## src/common/ecrh_pkg.sv

```systemverilog
// Package for the encoder counter core: register map, option encodings and key-panel states
package ecrh_pkg;
  localparam int APB_AW = 8;
  localparam logic [7:0] OFS_CTRL = 8'h00;
  localparam logic [7:0] OFS_OFFSET = 8'h04;
  localparam logic [7:0] OFS_COUNT = 8'h08;
  localparam logic [7:0] OFS_DISPLAY = 8'h0c;
  localparam logic [7:0] OFS_STATUS = 8'h10;
  localparam logic [31:0] OFFSET_RESET = 32'h0000_0000;
  localparam logic [31:0] COUNT_RESET = 32'h0000_0000;
  localparam logic [2:0] POINT_MAX = 3'h5;
  localparam logic [2:0] DIGIT_MAX = 3'h5;
  typedef enum logic [1:0] {EDGE_X1 = 2'b00, EDGE_X2 = 2'b01, EDGE_X4 = 2'b10} ecrh_edge_e;
  typedef enum logic [1:0] {IDX_NONE = 2'b00, IDX_RISE = 2'b01, IDX_FALL = 2'b10} ecrh_idx_e;
  typedef enum logic [1:0] {
    UI_OPER = 2'b00, UI_LIST = 2'b01, UI_SHOW = 2'b10, UI_EDIT = 2'b11
  } ecrh_ui_e;
  typedef enum logic [2:0] {
    M_POINT = 3'b000, M_OFFSET = 3'b001, M_KEYRST = 3'b010, M_INDEX = 3'b011,
    M_HOLDEN = 3'b100, M_HOLDTYP = 3'b101, M_SENS = 3'b110, M_EDGES = 3'b111
  } ecrh_menu_e;
  // CTRL layout: edge[1:0] sink[2] index[4:3] keyrst[5] holden[6] holdbg[7] point[10:8]
  typedef struct packed {
    logic [2:0] point;
    logic hold_bg;
    logic hold_en;
    logic key_rst_en;
    ecrh_idx_e idx_mode;
    logic sink_in;
    ecrh_edge_e edge_mode;
  } ecrh_cfg_s;
  localparam int CFG_W = $bits(ecrh_cfg_s);
  localparam ecrh_cfg_s CFG_RESET = '{point: 3'h0, hold_bg: 1'b0, hold_en: 1'b0,
    key_rst_en: 1'b1, idx_mode: IDX_NONE, sink_in: 1'b0, edge_mode: EDGE_X1};
  // Input pin positions in the synchroniser vector
  localparam int NUM_IN = 9;
  localparam int IN_A = 0;
  localparam int IN_B = 1;
  localparam int IN_IDX = 2;
  localparam int IN_HOLD = 3;
  localparam int IN_PROG = 4;
  localparam int IN_RST = 5;
  localparam int IN_UP = 6;
  localparam int IN_DN = 7;
  localparam int IN_LEFT = 8;
endpackage : ecrh_pkg

```

## src/ecrh_counter.sv

```systemverilog
// Encoder counter core with offset reset, hold, option keys and APB registers
`timescale 1ns/1ps
`default_nettype none

module ecrh_counter
  import ecrh_pkg::*;
(
  input wire logic clk,
  input wire logic rst,
  input wire logic psel,
  input wire logic penable,
  input wire logic pwrite,
  input wire logic [APB_AW-1:0] paddr,
  input wire logic [31:0] pwdata,
  output logic [31:0] prdata,
  output logic pready,
  output logic pslverr,
  input wire logic phase_a,
  input wire logic phase_b,
  input wire logic index_in,
  input wire logic hold_in,
  input wire logic program_key,
  input wire logic reset_key,
  input wire logic up_key,
  input wire logic down_key,
  input wire logic left_key,
  output logic [31:0] disp_value,
  output logic [2:0] disp_point,
  output ecrh_ui_e ui_state,
  output ecrh_menu_e menu_item,
  output logic [2:0] edit_digit,
  output logic [31:0] edit_value
);

  logic [NUM_IN-1:0] pins;
  logic [NUM_IN-1:0] s1_reg;
  logic [NUM_IN-1:0] s2_reg;
  logic [NUM_IN-1:0] s3_reg;
  logic [NUM_IN-1:0] filt_reg;
  logic [NUM_IN-1:0] prev_reg;
  logic [NUM_IN-1:0] pol;
  logic [NUM_IN-1:0] pol_prev;
  logic [NUM_IN-1:0] press;
  ecrh_cfg_s cfg_reg;
  logic [31:0] offset_reg;
  logic [31:0] count_reg;
  logic [31:0] count_next;
  logic [31:0] disp_reg;
  ecrh_ui_e ui_reg;
  ecrh_menu_e item_reg;
  logic [2:0] digit_reg;
  logic [31:0] edit_reg;
  logic pready_reg;
  logic pslverr_reg;
  logic [31:0] prdata_reg;
  logic a, b, pa, pb;
  logic step_up, step_dn;
  logic idx_event, key_event, reset_ev, hold_active, freeze;
  logic prog_enter, store;
  logic apb_acc, apb_wr, mapped;
  logic [31:0] rd_mux;

  assign pins = {left_key, down_key, up_key, reset_key, program_key,
                 hold_in, index_in, phase_b, phase_a};

  // Three-stage synchroniser; a level counts once stages two and three agree
  always_ff @(posedge clk or posedge rst) begin
    if (rst) begin
      s1_reg <= '0;
      s2_reg <= '0;
      s3_reg <= '0;
      filt_reg <= '0;
      prev_reg <= '0;
    end else begin
      s1_reg <= pins;
      s2_reg <= s1_reg;
      s3_reg <= s2_reg;
      filt_reg <= (s3_reg & ~(s2_reg ^ s3_reg)) | (filt_reg & (s2_reg ^ s3_reg));
      prev_reg <= filt_reg;
    end
  end

  // Sinking sensors pull low when active, so their sensor pins are inverted
  assign pol = filt_reg ^ {5'h00, {4{cfg_reg.sink_in}}};
  assign pol_prev = prev_reg ^ {5'h00, {4{cfg_reg.sink_in}}};
  assign press = pol & ~pol_prev;

  assign a = pol[IN_A];
  assign b = pol[IN_B];
  assign pa = pol_prev[IN_A];
  assign pb = pol_prev[IN_B];

  // Quadrature decode: A leading B counts up
  always_comb begin
    step_up = 1'b0;
    step_dn = 1'b0;
    case (cfg_reg.edge_mode)
      EDGE_X1: begin
        step_up = a & ~pa & ~b;
        step_dn = ~a & pa & ~b;
      end
      EDGE_X2: begin
        step_up = (a & ~pa & ~b) | (~a & pa & b);
        step_dn = (a & ~pa & b) | (~a & pa & ~b);
      end
      EDGE_X4: begin
        step_up = (a & ~pa & ~b) | (~a & pa & b) | (b & ~pb & a) | (~b & pb & ~a);
        step_dn = (a & ~pa & b) | (~a & pa & ~b) | (b & ~pb & ~a) | (~b & pb & a);
      end
      default: step_up = 1'b0;
    endcase
    if ((a ^ pa) && (b ^ pb)) begin
      step_up = 1'b0;
      step_dn = 1'b0;
    end
  end

  always_comb begin
    case (cfg_reg.idx_mode)
      IDX_RISE: idx_event = pol[IN_IDX] & ~pol_prev[IN_IDX];
      IDX_FALL: idx_event = ~pol[IN_IDX] & pol_prev[IN_IDX];
      default: idx_event = 1'b0;
    endcase
  end

  assign prog_enter = (ui_reg == UI_OPER) & press[IN_RST] & filt_reg[IN_PROG];
  assign key_event = (ui_reg == UI_OPER) & press[IN_RST] & ~filt_reg[IN_PROG]
                     & cfg_reg.key_rst_en;
  assign reset_ev = idx_event | key_event;
  assign hold_active = cfg_reg.hold_en & pol[IN_HOLD];
  assign freeze = hold_active & ~cfg_reg.hold_bg;

  // Reset reloads the offset; a zero offset leaves zero
  always_comb begin
    if (reset_ev) begin
      count_next = offset_reg;
    end else if (freeze) begin
      count_next = count_reg;
    end else if (step_up) begin
      count_next = count_reg + 32'h0000_0001;
    end else if (step_dn) begin
      count_next = count_reg - 32'h0000_0001;
    end else begin
      count_next = count_reg;
    end
  end

  always_ff @(posedge clk or posedge rst) begin
    if (rst) begin
      count_reg <= COUNT_RESET;
    end else begin
      count_reg <= count_next;
    end
  end

  // Display tracks the count except while hold is active
  always_ff @(posedge clk or posedge rst) begin
    if (rst) begin
      disp_reg <= COUNT_RESET;
    end else if (!hold_active) begin
      disp_reg <= count_next;
    end
  end

  function automatic logic [31:0] pow10(input logic [2:0] d);
    case (d)
      3'h0: pow10 = 32'h0000_0001;
      3'h1: pow10 = 32'h0000_000a;
      3'h2: pow10 = 32'h0000_0064;
      3'h3: pow10 = 32'h0000_03e8;
      3'h4: pow10 = 32'h0000_2710;
      default: pow10 = 32'h0001_86a0;
    endcase
  endfunction : pow10

  function automatic logic [31:0] item_max(input ecrh_menu_e m);
    case (m)
      M_POINT: item_max = {29'h0, POINT_MAX};
      M_INDEX: item_max = 32'h0000_0002;
      M_EDGES: item_max = 32'h0000_0002;
      default: item_max = 32'h0000_0001;
    endcase
  endfunction : item_max

  function automatic logic [31:0] item_val(input ecrh_menu_e m, input ecrh_cfg_s c,
                                           input logic [31:0] ofs);
    case (m)
      M_POINT: item_val = {29'h0, c.point};
      M_OFFSET: item_val = ofs;
      M_KEYRST: item_val = {31'h0, c.key_rst_en};
      M_INDEX: item_val = {30'h0, c.idx_mode};
      M_HOLDEN: item_val = {31'h0, c.hold_en};
      M_HOLDTYP: item_val = {31'h0, c.hold_bg};
      M_SENS: item_val = {31'h0, c.sink_in};
      default: item_val = {30'h0, c.edge_mode};
    endcase
  endfunction : item_val

  assign store = (ui_reg == UI_EDIT) & press[IN_PROG];

  // Key panel: list, show, edit, store
  always_ff @(posedge clk or posedge rst) begin
    if (rst) begin
      ui_reg <= UI_OPER;
      item_reg <= M_POINT;
    end else begin
      case (ui_reg)
        UI_OPER: begin
          if (prog_enter) begin
            ui_reg <= UI_LIST;
            item_reg <= M_POINT;
          end
        end
        UI_LIST: begin
          if (press[IN_RST]) begin
            ui_reg <= UI_OPER;
          end else if (press[IN_PROG]) begin
            ui_reg <= UI_SHOW;
          end else if (press[IN_UP]) begin
            item_reg <= ecrh_menu_e'(item_reg + 3'h1);
          end else if (press[IN_DN]) begin
            item_reg <= ecrh_menu_e'(item_reg - 3'h1);
          end
        end
        UI_SHOW: begin
          if (press[IN_RST]) begin
            ui_reg <= UI_LIST;
          end else if (press[IN_PROG]) begin
            ui_reg <= UI_EDIT;
          end
        end
        UI_EDIT: begin
          if (press[IN_RST] || store) begin
            ui_reg <= UI_LIST;
          end
        end
        default: ui_reg <= UI_OPER;
      endcase
    end
  end

  // Edit buffer and digit position
  always_ff @(posedge clk or posedge rst) begin
    if (rst) begin
      edit_reg <= '0;
      digit_reg <= 3'h0;
    end else if (ui_reg == UI_LIST && press[IN_PROG]) begin
      edit_reg <= item_val(item_reg, cfg_reg, offset_reg);
      digit_reg <= 3'h0;
    end else if (ui_reg == UI_EDIT) begin
      if (item_reg == M_OFFSET) begin
        if (press[IN_UP]) begin
          edit_reg <= edit_reg + pow10(digit_reg);
        end else if (press[IN_DN]) begin
          edit_reg <= edit_reg - pow10(digit_reg);
        end else if (press[IN_LEFT]) begin
          digit_reg <= (digit_reg == DIGIT_MAX) ? 3'h0 : digit_reg + 3'h1;
        end
      end else if (press[IN_UP]) begin
        edit_reg <= (edit_reg >= item_max(item_reg)) ? 32'h0 : edit_reg + 32'h1;
      end else if (press[IN_DN]) begin
        edit_reg <= (edit_reg == 32'h0) ? item_max(item_reg) : edit_reg - 32'h1;
      end
    end
  end

  // APB slave: one wait state, error on unmapped address
  assign apb_acc = psel & penable & pready_reg;
  assign apb_wr = apb_acc & pwrite & ~pslverr_reg;
  always_comb begin
    mapped = 1'b1;
    case (paddr)
      OFS_CTRL: rd_mux = {{(32 - CFG_W){1'b0}}, cfg_reg};
      OFS_OFFSET: rd_mux = offset_reg;
      OFS_COUNT: rd_mux = count_reg;
      OFS_DISPLAY: rd_mux = disp_reg;
      OFS_STATUS: rd_mux = {25'h0, item_reg, ui_reg, freeze, hold_active};
      default: begin
        rd_mux = 32'h0;
        mapped = 1'b0;
      end
    endcase
  end

  always_ff @(posedge clk or posedge rst) begin
    if (rst) begin
      pready_reg <= 1'b0;
      pslverr_reg <= 1'b0;
      prdata_reg <= 32'h0;
    end else begin
      pready_reg <= psel & penable & ~pready_reg;
      if (psel && penable && !pready_reg) begin
        pslverr_reg <= ~mapped;
        prdata_reg <= pwrite ? 32'h0 : rd_mux;
      end else begin
        pslverr_reg <= 1'b0;
      end
    end
  end

  // Option register: bus writes win over the key panel
  always_ff @(posedge clk or posedge rst) begin
    if (rst) begin
      cfg_reg <= CFG_RESET;
    end else if (apb_wr && paddr == OFS_CTRL) begin
      cfg_reg <= ecrh_cfg_s'(pwdata[CFG_W-1:0]);
    end else if (store) begin
      case (item_reg)
        M_POINT: cfg_reg.point <= edit_reg[2:0];
        M_KEYRST: cfg_reg.key_rst_en <= edit_reg[0];
        M_INDEX: cfg_reg.idx_mode <= ecrh_idx_e'(edit_reg[1:0]);
        M_HOLDEN: cfg_reg.hold_en <= edit_reg[0];
        M_HOLDTYP: cfg_reg.hold_bg <= edit_reg[0];
        M_SENS: cfg_reg.sink_in <= edit_reg[0];
        M_EDGES: cfg_reg.edge_mode <= ecrh_edge_e'(edit_reg[1:0]);
        default: cfg_reg <= cfg_reg;
      endcase
    end
  end

  always_ff @(posedge clk or posedge rst) begin
    if (rst) begin
      offset_reg <= OFFSET_RESET;
    end else if (apb_wr && paddr == OFS_OFFSET) begin
      offset_reg <= pwdata;
    end else if (store && item_reg == M_OFFSET) begin
      offset_reg <= edit_reg;
    end
  end

  assign prdata = prdata_reg;
  assign pready = pready_reg;
  assign pslverr = pslverr_reg;
  assign disp_value = disp_reg;
  assign disp_point = cfg_reg.point;
  assign ui_state = ui_reg;
  assign menu_item = item_reg;
  assign edit_digit = digit_reg;
  assign edit_value = edit_reg;

  key_load_a: assert property (@(posedge clk) disable iff (rst)
    key_event |=> count_reg == $past(offset_reg))
    else $error("key reset did not load offset");
  key_off_a: assert property (@(posedge clk) disable iff (rst)
    (ui_reg == UI_OPER) && press[IN_RST] && !cfg_reg.key_rst_en && !idx_event
    && !step_up && !step_dn |=> count_reg == $past(count_reg))
    else $error("disabled reset key changed count");
  idx_load_a: assert property (@(posedge clk) disable iff (rst)
    idx_event |=> count_reg == $past(offset_reg))
    else $error("index edge did not load offset");
  hold_freeze_a: assert property (@(posedge clk) disable iff (rst)
    hold_active |=> disp_reg == $past(disp_reg))
    else $error("display moved during hold");
  hold_off_a: assert property (@(posedge clk) disable iff (rst)
    !cfg_reg.hold_en |=> disp_reg == count_reg)
    else $error("display differs from count with hold disabled");
  bg_count_a: assert property (@(posedge clk) disable iff (rst)
    hold_active && cfg_reg.hold_bg && step_up && !reset_ev
    |=> count_reg == $past(count_reg) + 32'h1)
    else $error("background count lost an edge");
  frz_count_a: assert property (@(posedge clk) disable iff (rst)
    freeze && !reset_ev |=> count_reg == $past(count_reg))
    else $error("count moved during freeze hold");
  dir_down_a: assert property (@(posedge clk) disable iff (rst)
    step_dn && !reset_ev && !freeze |=> count_reg == $past(count_reg) - 32'h1)
    else $error("B leading A did not count down");
  prog_entry_a: assert property (@(posedge clk) disable iff (rst)
    (ui_reg == UI_OPER) && !prog_enter |=> ui_reg == UI_OPER)
    else $error("program mode entered without key chord");
  edit_store_a: assert property (@(posedge clk) disable iff (rst)
    store && item_reg == M_EDGES && !apb_wr
    |=> cfg_reg.edge_mode == $past(edit_reg[1:0]) && ui_reg == UI_LIST)
    else $error("edit value not stored");

endmodule : ecrh_counter
`default_nettype wire

```

## config.mk

```make
export PLATFORM = sky130hd
export DESIGN_NAME = ecrh_counter
export DESIGN_NICKNAME = d
export VERILOG_FILES = /design/src/common/ecrh_pkg.sv /design/src/ecrh_counter.sv
export SDC_FILE = /design/constraint.sdc
export NUM_CORES = 1
export LEC_CHECK = 0
export ABC_AREA = 1
export BUFFER_PORTS_ARGS = -buffer_cell sky130_fd_sc_hd__buf_2
export CORE_ASPECT_RATIO = 0.9
export CORE_MARGIN = 2
export CORE_UTILIZATION = 30
export CTS_BUF_LIST = sky130_fd_sc_hd__clkbuf_2 sky130_fd_sc_hd__clkbuf_4 sky130_fd_sc_hd__clkbuf_8
export DETAILED_ROUTE_END_ITERATION = 6
export HOLD_SLACK_MARGIN = 0.03
export SKIP_CTS_REPAIR_TIMING = 1
export SLEW_MARGIN = 20
export SYNTH_ARGS = -nofsm -noshare
export SYNTH_HDL_FRONTEND = slang
export SYNTH_SLANG_ARGS = --single-unit
```

## constraint.sdc

```tcl
create_clock -name clk -period 7.07 [get_ports clk]
set_clock_uncertainty 0.15 [all_clocks]
set_input_delay 0.707 -clock clk [delete_from_list [all_inputs] [get_ports clk]]
set_output_delay 0.707 -clock clk [all_outputs]
set_load 0.02 [all_outputs]
```

======== After elaboration in Yosys (flattened, before gate mapping) ========
Cells that the tools add are included.
storage, ports and cells
  register bits after elaboration ......... 226
operators by class
  add/sub/neg operators ................... 9
  magnitude comparators ................... 1
  eq/ne operators ......................... 32
  mux-type cells .......................... 69
  bitwise logic cells ..................... 55
  reduce and logical (&&, ||, !) cells .... 42
operators by type and width
  cell                                                                  number
  32-bit two-way mux                                                    29
  32-bit one-hot mux with 7 select lines                                1
  32-bit one-hot mux with 5 select lines                                1
  17-bit one-hot mux with 5 select lines                                1
  32-bit by 1-bit adder with 32-bit output, second input constant       2
  32-bit by 1-bit subtractor with 32-bit output, second input constant  2
  3-bit two-way mux                                                     13
  32-bit adder                                                          1
  32-bit greater-or-equal comparator                                    1
  32-bit logical NOT                                                    1
  32-bit subtractor                                                     1
  9-bit AND                                                             3
  1-bit AND                                                             26
  2-bit nonzero test                                                    13
  11-bit two-way mux                                                    2
  3-bit == test, second input constant                                  6
  9-bit inverter                                                        2
  9-bit by 4-bit XOR with 9-bit output                                  2
  8-bit by 4-bit == test with 1-bit output, second input constant       2
  2-bit two-way mux                                                     8
  2-bit AND reduction                                                   8
  3-bit by 2-bit == test with 1-bit output, second input constant       4
  3-bit one-hot mux with 2 select lines                                 2
  1-bit inverter                                                        11
  other kinds (29)                                                      66

======== Longest topological paths before layout ========
Gate-level depths: netlist (run 1).
  depth in word-level cells ............... 14
  mapped depth ............................ 26

======== Worst setup path after synthesis (run 1) ========
No wires, ideal clock.
  path type ............................... register to register
  from .................................... register digit_reg[2] (netlist: edit_digit[2])
  to ...................................... register edit_reg[16] (netlist: edit_value[16])
  library setup time ...................... 0.077 ns
  arrival time ............................ 3.114 ns
  path slack .............................. 3.728 ns
  stages on the path, launching flop included .. 21
  path buffers ............................ 1
  path through ............................ dfrtp_1 clkinv_1 ha_1 or2_2 nor2_1 nand2_1 nand2_1 buf_2 a21oi_1 ha_1 nand2_1 nor2_1 nand3_1 nand3_1 nand2_1 nand2_1 xor2_1 nand2_1 nand2_1 nand2_1 a21oi_1
on the way
  cells in the longest elaborated chain, start to end .. 13
  elaborated cells on any way between the ends .. 22
ends and longest elaborated chain
  what                                      RTL line             RTL
  start: declaration                        ecrh_counter.sv:51   logic [2:0] digit_reg;
  start signal: assignment                  ecrh_counter.sv:257  digit_reg <= (digit_reg == DIGIT_MAX) ? 3'h0 : digit_reg + 3'h1;
  3-bit == test (tied with other cells)     ecrh_counter.sv:166  case (d)
  17-bit one-hot mux with 5 select lines *  ecrh_counter.sv:166
  32-bit two-way mux                        ecrh_counter.sv:254  end else if (press[IN_DN]) begin
  32-bit two-way mux                        ecrh_counter.sv:252  if (press[IN_UP]) begin
  32-bit two-way mux                        ecrh_counter.sv:251  if (item_reg == M_OFFSET) begin
  32-bit two-way mux                        ecrh_counter.sv:250  end else if (ui_reg == UI_EDIT) begin
  32-bit two-way mux                        ecrh_counter.sv:247  end else if (ui_reg == UI_LIST && press[IN_PROG]) begin
  32-bit subtractor                         ecrh_counter.sv:255  edit_reg <= edit_reg - pow10(digit_reg);
  32-bit two-way mux                        ecrh_counter.sv:254
  32-bit two-way mux *                      ecrh_counter.sv:252
  32-bit two-way mux *                      ecrh_counter.sv:251
  32-bit two-way mux *                      ecrh_counter.sv:250
  32-bit two-way mux *                      ecrh_counter.sv:247
  end signal: assignment                    ecrh_counter.sv:248  edit_reg <= item_val(item_reg, cfg_reg, offset_reg);
  end signal: assignment                    ecrh_counter.sv:253  edit_reg <= edit_reg + pow10(digit_reg);
  end signal: assignment                    ecrh_counter.sv:255
  end: declaration                          ecrh_counter.sv:52   logic [31:0] edit_reg;
Every way passes the cells marked *; elsewhere a longest branch is shown, timed or not. The select of a mux whose other input is x is not followed.
A chain may end at the register's enable or synchronous reset.

======== Worst setup path in the final report (run 1) ========
  from .................................... register digit_reg[2] (netlist: edit_digit[2])
  to ...................................... register edit_reg[17] (netlist: edit_value[17])
Same word-level chain as after synthesis.

==> run_results.csv, run 1 <==
group,metric,value,unit
outcome,status,"finished clean",
critical_path,r2r_start,"edit_digit[2]",
cts,clk_pin_slew_worst_paths,60,ps
place,dp.cells,3211,
pwr,clkPwrFrac,17.3,%
sta,fmax,245.3,MHz
critical_path,worstPathMaxFanout,12,
yosys,syn_area,16460,µm²
floorplan,die-area,56760,µm²
cts,cts_max_level,2,
pwr,leakage,8.985,nW
place,io_buffers,162,
worst_hold_path,whs_path_depth,1,
yosys,synth_edf_count,0,
sta,rsz0062_at_grt,"false",
worst_hold_path,hold_path_class,"in2reg",
yosys,synth_ff_type,"dfrtp_1",
detailed_routing,drtIter0Drc,1716,
place,gp_congestion,0.9432,
sta,fin_setup_tns,0,ps
pwr,p_sw,4.454,mW
pwr,ir_drop,0.1740,mV
layout,nNetsFinal,2671,
cts,cts_sinks,225,
cts,cts_tree,"built",
place,dpl.hpwl,46910,µm
job,maxCapViolations,0,
layout,multi_input_area,9289,µm²
worst_hold_path,min_to,"s1_reg[1]",
detailed_routing,wl,62720,µm
layout,fillers,5953,
cts,insertion_delay,620,ps
yosys,syn_nets,2542,
cts,numCtsBuffers,44,
pwr,switching_share,52.59,%
layout,fin_cells,3288,
cts,cts_root_buf,"clkbuf_8",
critical_path,crit_family,"simple AND/OR/NAND/NOR gates",
detailed_routing,vias,17080,
floorplan,initial_core_util,30.30,%
global_routing,overflow,0,
critical_path,crit_chain,"clkinv_1 > ha_1 > or2_2 > nor2_1 > nand2_1 > nand2_1 > o21ai_0 > ha_1 > nand2_1 > inv_1 > nand2_1 > nor3_1 > nand4_1 > nand3_1 > nand2_1 > nand3_1 > o31ai_1 > nand2_1 > a21oi_1",
floorplan,io_pins,163,
critical_path,r2r_end,"edit_value[17]",
critical_path,required,7400,ps
global_routing,grt_pass1_wl,97370,µm
critical_path,start_kind,"flop",
sta,setup_viol,0,
global_routing,grt_pass1_vias,16610,
layout,final_cell_mix,"658 x nand2_1, 272 x inv_1, 262 x nor2_1",
global_routing,antenna_found_initial,0,
layout,syn_to_final_growth,14.25,%
worst_hold_path,min-delay-start,"phase_b",
yosys,ys_seq_area_share,34.21,%
pwr,p_comb_share,54.2,%
yosys,avgSynthCellArea,6.785,µm²
pwr,seqPwrFrac,28.5,%
pwr,p_per_area,450.3,nW/µm²
detailed_routing,antenna_left,0,
sta,finalCritPeriodShare,57.65,%
sta,post-route-min-period,4076,ps
global_routing,grt_usage,22.03,%
detailed_routing,drc,0,
critical_path,crit_top_cell,"nand2_1",
detailed_routing,vias_per_cell,5.195,
yosys,ys_ff_latch,225,
sta,worstMarginPinSlew,1130,ps
critical_path,cp.arrival,4410,ps
global_routing,grt_max_degree,99,
critical_path,reg2regPathDepth,19,
detailed_routing,first_pass_iters,7,
critical_path,critical_path.endpoint_type,"flop",
yosys,yosysUniqueCellTypes,56,
sta,finalHoldViolCount,0,
critical_path,crit_type,"reg2reg",
critical_path,cpMaxStageDelayCell,"dfrtp_1",
detailed_routing,detail_route.wl_per_cell,19.08,µm
floorplan,rows,81,
sta,relSlewSlack,24.21,%
floorplan,die_y,226.2,µm
yosys,ys_async_sr_fraction,100.0,%
layout,final_common_cell,"nand2_1",
yosys,syn_inst,2426,
pwr,p_int,4.015,mW
critical_path,crit_buf_inv,2,
floorplan,core_area,54320,µm²
cts,cts.path.max_buffers,3,
critical_path,reg2reg_slack,2990,ps
sta,slew_viol_final,0,
layout,regArea,5632,µm²
layout,drive_gt1_share,11.69,%
layout,insertedDiodeCount,0,
yosys,yosysWarnings,0,
layout,post-route-util,34.62,%
critical_path,max_stage_delay,440,ps
floorplan,fp.dieW,250.9,µm
## power by group through the flow
stage / Sequential [mW] / Combinational [mW] / Clock, mW
2_1_floorplan: 2.25 / 3.23 / 0
3_3_place_gp: 2.41 / 4.51 / 0
3_5_place_dp: 2.40 / 4.52 / 0
4_1_cts: 2.38 / 4.55 / 1.50
5_1_grt: 2.46 / 5.19 / 1.55
6_report: 2.42 / 4.59 / 1.46
## per-stage QoR
| step | hold slack, ps | area [µm²] | total power [mW] | setup WS (ps) |
|---|---|---|---|---|
| 2_1_floorplan | 181.2 | 16460 | 5.482 | 51.84 |
| 3_3_place_gp | 184.3 | 17820 | 6.924 | 3022 |
| 3_5_place_dp | 184.7 | 17820 | 6.927 | 3054 |
| 4_1_cts | 13.46 | 18780 | 8.434 | 3011 |
| 5_1_grt | 32.25 | 18810 | 9.198 | 2593 |
| 6_report | 59.01 | 18810 | 8.469 | 2994 |
## worst register-to-register path, stage by stage (launching register included)
cell and delay, ps:
dfrtp_1 440, clkinv_1 280, ha_1 300, or2_2 310, nor2_1 120, nand2_1 70, nand2_1 310, o21ai_0 180
ha_1 380, nand2_1 90, inv_1 70, nand2_1 100, nor3_1 400, nand4_1 240, nand3_1 150, nand2_1 60
nand3_1 100, o31ai_1 80, nand2_1 80, a21oi_1 60
## cells by family after synthesis
group	count (synthesis)	synth area share [%]
other	1	0.02278
AO/OA/AOI/OAI	421	15.30
adder cells (fa/ha/maj)	71	5.306
AND/OR/NAND/NOR	1270	32.82
flip-flops	225	34.21
XOR/XNOR	53	2.820
buffers and inverters	385	9.517
## layout make-up
| class | count | share of cell area [%] |
|---|---|---|
| multi-input combinational | 1816 | 49.39 |
| sequential | 225 | 29.94 |
| inverter | 286 | 5.748 |
| timing repair buffer | 182 | 5.149 |
| tap | 705 | 4.690 |
| clock buffer | 67 | 4.471 |
| clock inverter | 7 | 0.6054 |
## synthesized netlist by cell type (all sizes together) (27+ instances only)
library cell	count	share of area (%)
inv	283	6.5
buf	54	2.0
o211ai	42	1.9
o22ai	27	1.1
dfrtp	224	34
nor2	276	6.7
nand4	47	1.8
clkbuf	45	1.0
xor2	45	2.4
a21oi	131	4.1
nand2	666	15
o21ai	137	4.2
nand3	221	6.8
ha	61	4.6
## routing by layer
layer / up-vias / global-route usage (%) / routed length [µm]
met5: - / 0 / 0
met4: 0 / 8.141 / 2213
met3: 118 / 3.112 / 4418
met2: 659 / 34.37 / 27260
met1: 8052 / 30.97 / 28830
li1: 8253 / - / -
## worst max-delay path by stage
| stage | startpoint | end | slack, ps | depth (start not counted) |
|---|---|---|---|---|
| after floorplan | rst | async pin | 50 | 1 |
| after global placement | edit_digit[2] | edit_value[17] | 3020 | 19 |
| after detailed placement | edit_digit[2] | edit_value[17] | 3050 | 19 |
| after CTS | edit_digit[2] | edit_value[17] | 3010 | 19 |
| after global routing | edit_digit[2] | edit_value[17] | 2590 | 19 |
| final | edit_digit[2] | edit_value[17] | 2990 | 19 |
Power figures use the tool's default switching activity.
==> run 2: changes to the inputs <==
==> constraint.sdc (replaced) <==
create_clock -name clk -period 3.5 [get_ports clk]
set_clock_uncertainty 0.15 [all_clocks]
set_input_delay 0.35 -clock clk [delete_from_list [all_inputs] [get_ports clk]]
set_output_delay 0.35 -clock clk [all_outputs]
set_load 0.02 [all_outputs]
==> run_results.csv, run 2 (synthesis gave the netlist of run 1 again) <==
group,metric,value,unit
outcome,status,"finished clean",
sta,relSlewSlack,46.52,%
critical_path,crit_type,"reg2reg",
floorplan,rows,81,
floorplan,initial_core_util,30.30,%
cts,cts_max_level,2,
detailed_routing,wl,64220,µm
job,maxCapViolations,0,
detailed_routing,vias,17560,
layout,regArea,5632,µm²
pwr,switching_share,52.48,%
pwr,ir_drop,0.5499,mV
cts,cts_sinks,225,
critical_path,required,3850,ps
critical_path,reg2reg_slack,180,ps
layout,multi_input_area,9588,µm²
floorplan,core_area,54320,µm²
global_routing,use_met1,31.53,%
sta,setup_viol,0,
layout,syn_to_final_growth,21.85,%
sta,post-route-min-period,3324,ps
cts,numCtsBuffers,43,
floorplan,io_pins,163,
critical_path,cp.arrival,3680,ps
layout,fillers,5928,
pwr,p_comb_share,59.1,%
layout,drive_gt1_share,16.41,%
critical_path,crit_end,"edit_value[27]",
layout,nNetsFinal,2782,
global_routing,grt.met3_usage,3.273,%
detailed_routing,detail_route.wl_per_cell,18.89,µm
sta,fmax,300.8,MHz
critical_path,reg2regPathDepth,22,
cts,insertion_delay,610,ps
cts,cts_tree,"built",
global_routing,busiest_layer,"met2",
worst_hold_path,hold_path_class,"in2reg",
place,io_buffers,162,
floorplan,die_y,226.2,µm
critical_path,r2r_start,"edit_digit[0]",
detailed_routing,drc,0,
pwr,clkPwrFrac,15.3,%
sta,slew_viol_final,0,
place,dpl.hpwl,49080,µm
pwr,p_per_area,904.0,nW/µm²
place,placed_area,18390,µm²
layout,final_common_cell,"nand2_1",
floorplan,fp.dieW,250.9,µm
pwr,seqPwrFrac,25.6,%
global_routing,grt.met2_usage,35.76,%
sta,finalHoldViolCount,0,
critical_path,critical_path.endpoint_type,"flop",
sta,rsz0062_at_grt,"true",
critical_path,start_kind,"flop",
detailed_routing,antenna_left,0,
sta,whs,50.17,ps
layout,design_area,20060,µm²
place,gp_congestion,0.9572,
global_routing,overflow,0,
cts,cts_root_buf,"clkbuf_8",
global_routing,antenna_found_initial,2,
global_routing,grt_usage,22.46,%
floorplan,die-area,56760,µm²
pwr,p_int,8.615,mW
critical_path,r2r_end,"edit_value[27]",
detailed_routing,drtIter0Drc,1787,
sta,finalCritPeriodShare,94.98,%
detailed_routing,first_pass_iters,5,
global_routing,grt_pass1_wl,99320,µm
cts,cts.path.max_buffers,3,
global_routing,grt_pass1_vias,17050,
pwr,leakage,9.528,nW
sta,worstMarginPinSlew,801.4,ps
critical_path,worstPathMaxFanout,7,
critical_path,startpoint,"edit_digit[0]",
global_routing,grt_max_degree,104,
layout,final_cell_mix,"640 x nand2_1, 273 x inv_1, 240 x nor2_1",
detailed_routing,vias_per_cell,5.165,
cts,clk_pin_slew_worst_paths,50,ps
sta,fin_setup_tns,0,ps
pwr,p_sw,9.516,mW
[run 2: layout make-up]
cell class / count / area share, %
flip-flops and latches: 225 / 28.08
clock buffers: 62 / 4.005
inverters: 286 / 5.371
clock inverters: 11 / 0.4554
well taps: 705 / 4.398
repair buffers: 294 / 9.875
multi-input cells: 1816 / 47.80
diodes: 1 / 0.01248
[run 2: power by group through the flow]
stage,Sequential (mW),Clock (mW),Combinational (mW)
after floorplan,4.55,0,6.53
after global placement,4.63,0,9.93
after detailed placement,4.63,0,9.94
after CTS,4.59,2.84,9.99
after global routing,4.74,2.96,11.9
final,4.65,2.78,10.7
[run 2: per-stage QoR]
| step | power [mW] | util (%) | setup WS (ps) | instances |
|---|---|---|---|---|
| finish | 18.13 | 36.92 | 175.7 | 3400 |
| global route | 19.58 | 36.92 | -40.98 | 3400 |
| CTS | 17.42 | 35.49 | -12.79 | 3353 |
| detailed placement | 14.57 | 33.85 | 11.41 | 3280 |
| global placement | 14.56 | 33.85 | 20.12 | 3280 |
| floorplan | 11.07 | - | 62.80 | 2426 |
[run 2: metal layers]
layer,vias up,share of wire (%)
li1,8473,-
met3,88,7.2
met2,666,45
met1,8335,46
met4,0,2.4
met5,-,0
[run 2: how the worst min path moves through the flow]
stage / start / cells past startpoint / endpoint
3_3_place_gp: s1_reg[2] / 0 / s2_reg[2]
5_1_grt: pwdata[8] / 3 / disp_point[0]
6_report: pwdata[8] / 3 / disp_point[0]
3_5_place_dp: s1_reg[2] / 0 / s2_reg[2]
4_1_cts: rst / 2 / s2_reg[0]
2_1_floorplan: s1_reg[0] / 0 / s2_reg[0]
[run 2: worst max-delay path, stage by stage, from the launching register on]
cell and delay [ps]:
dfrtp_1 410, buf_4 180, nand3_1 130, ha_2 210
o21ai_2 70, nor2_2 130, nand2_1 100, nand2_4 110
buf_6 130, inv_1 40, ha_1 350, nand2_1 140
nor2_1 250, nand2_1 120, nor3_1 140, nand2_1 110
nand2_1 70, nand2_1 50, nand2_1 50, nand2_1 40
nand2_1 70, nand2_1 50, a21oi_1 130
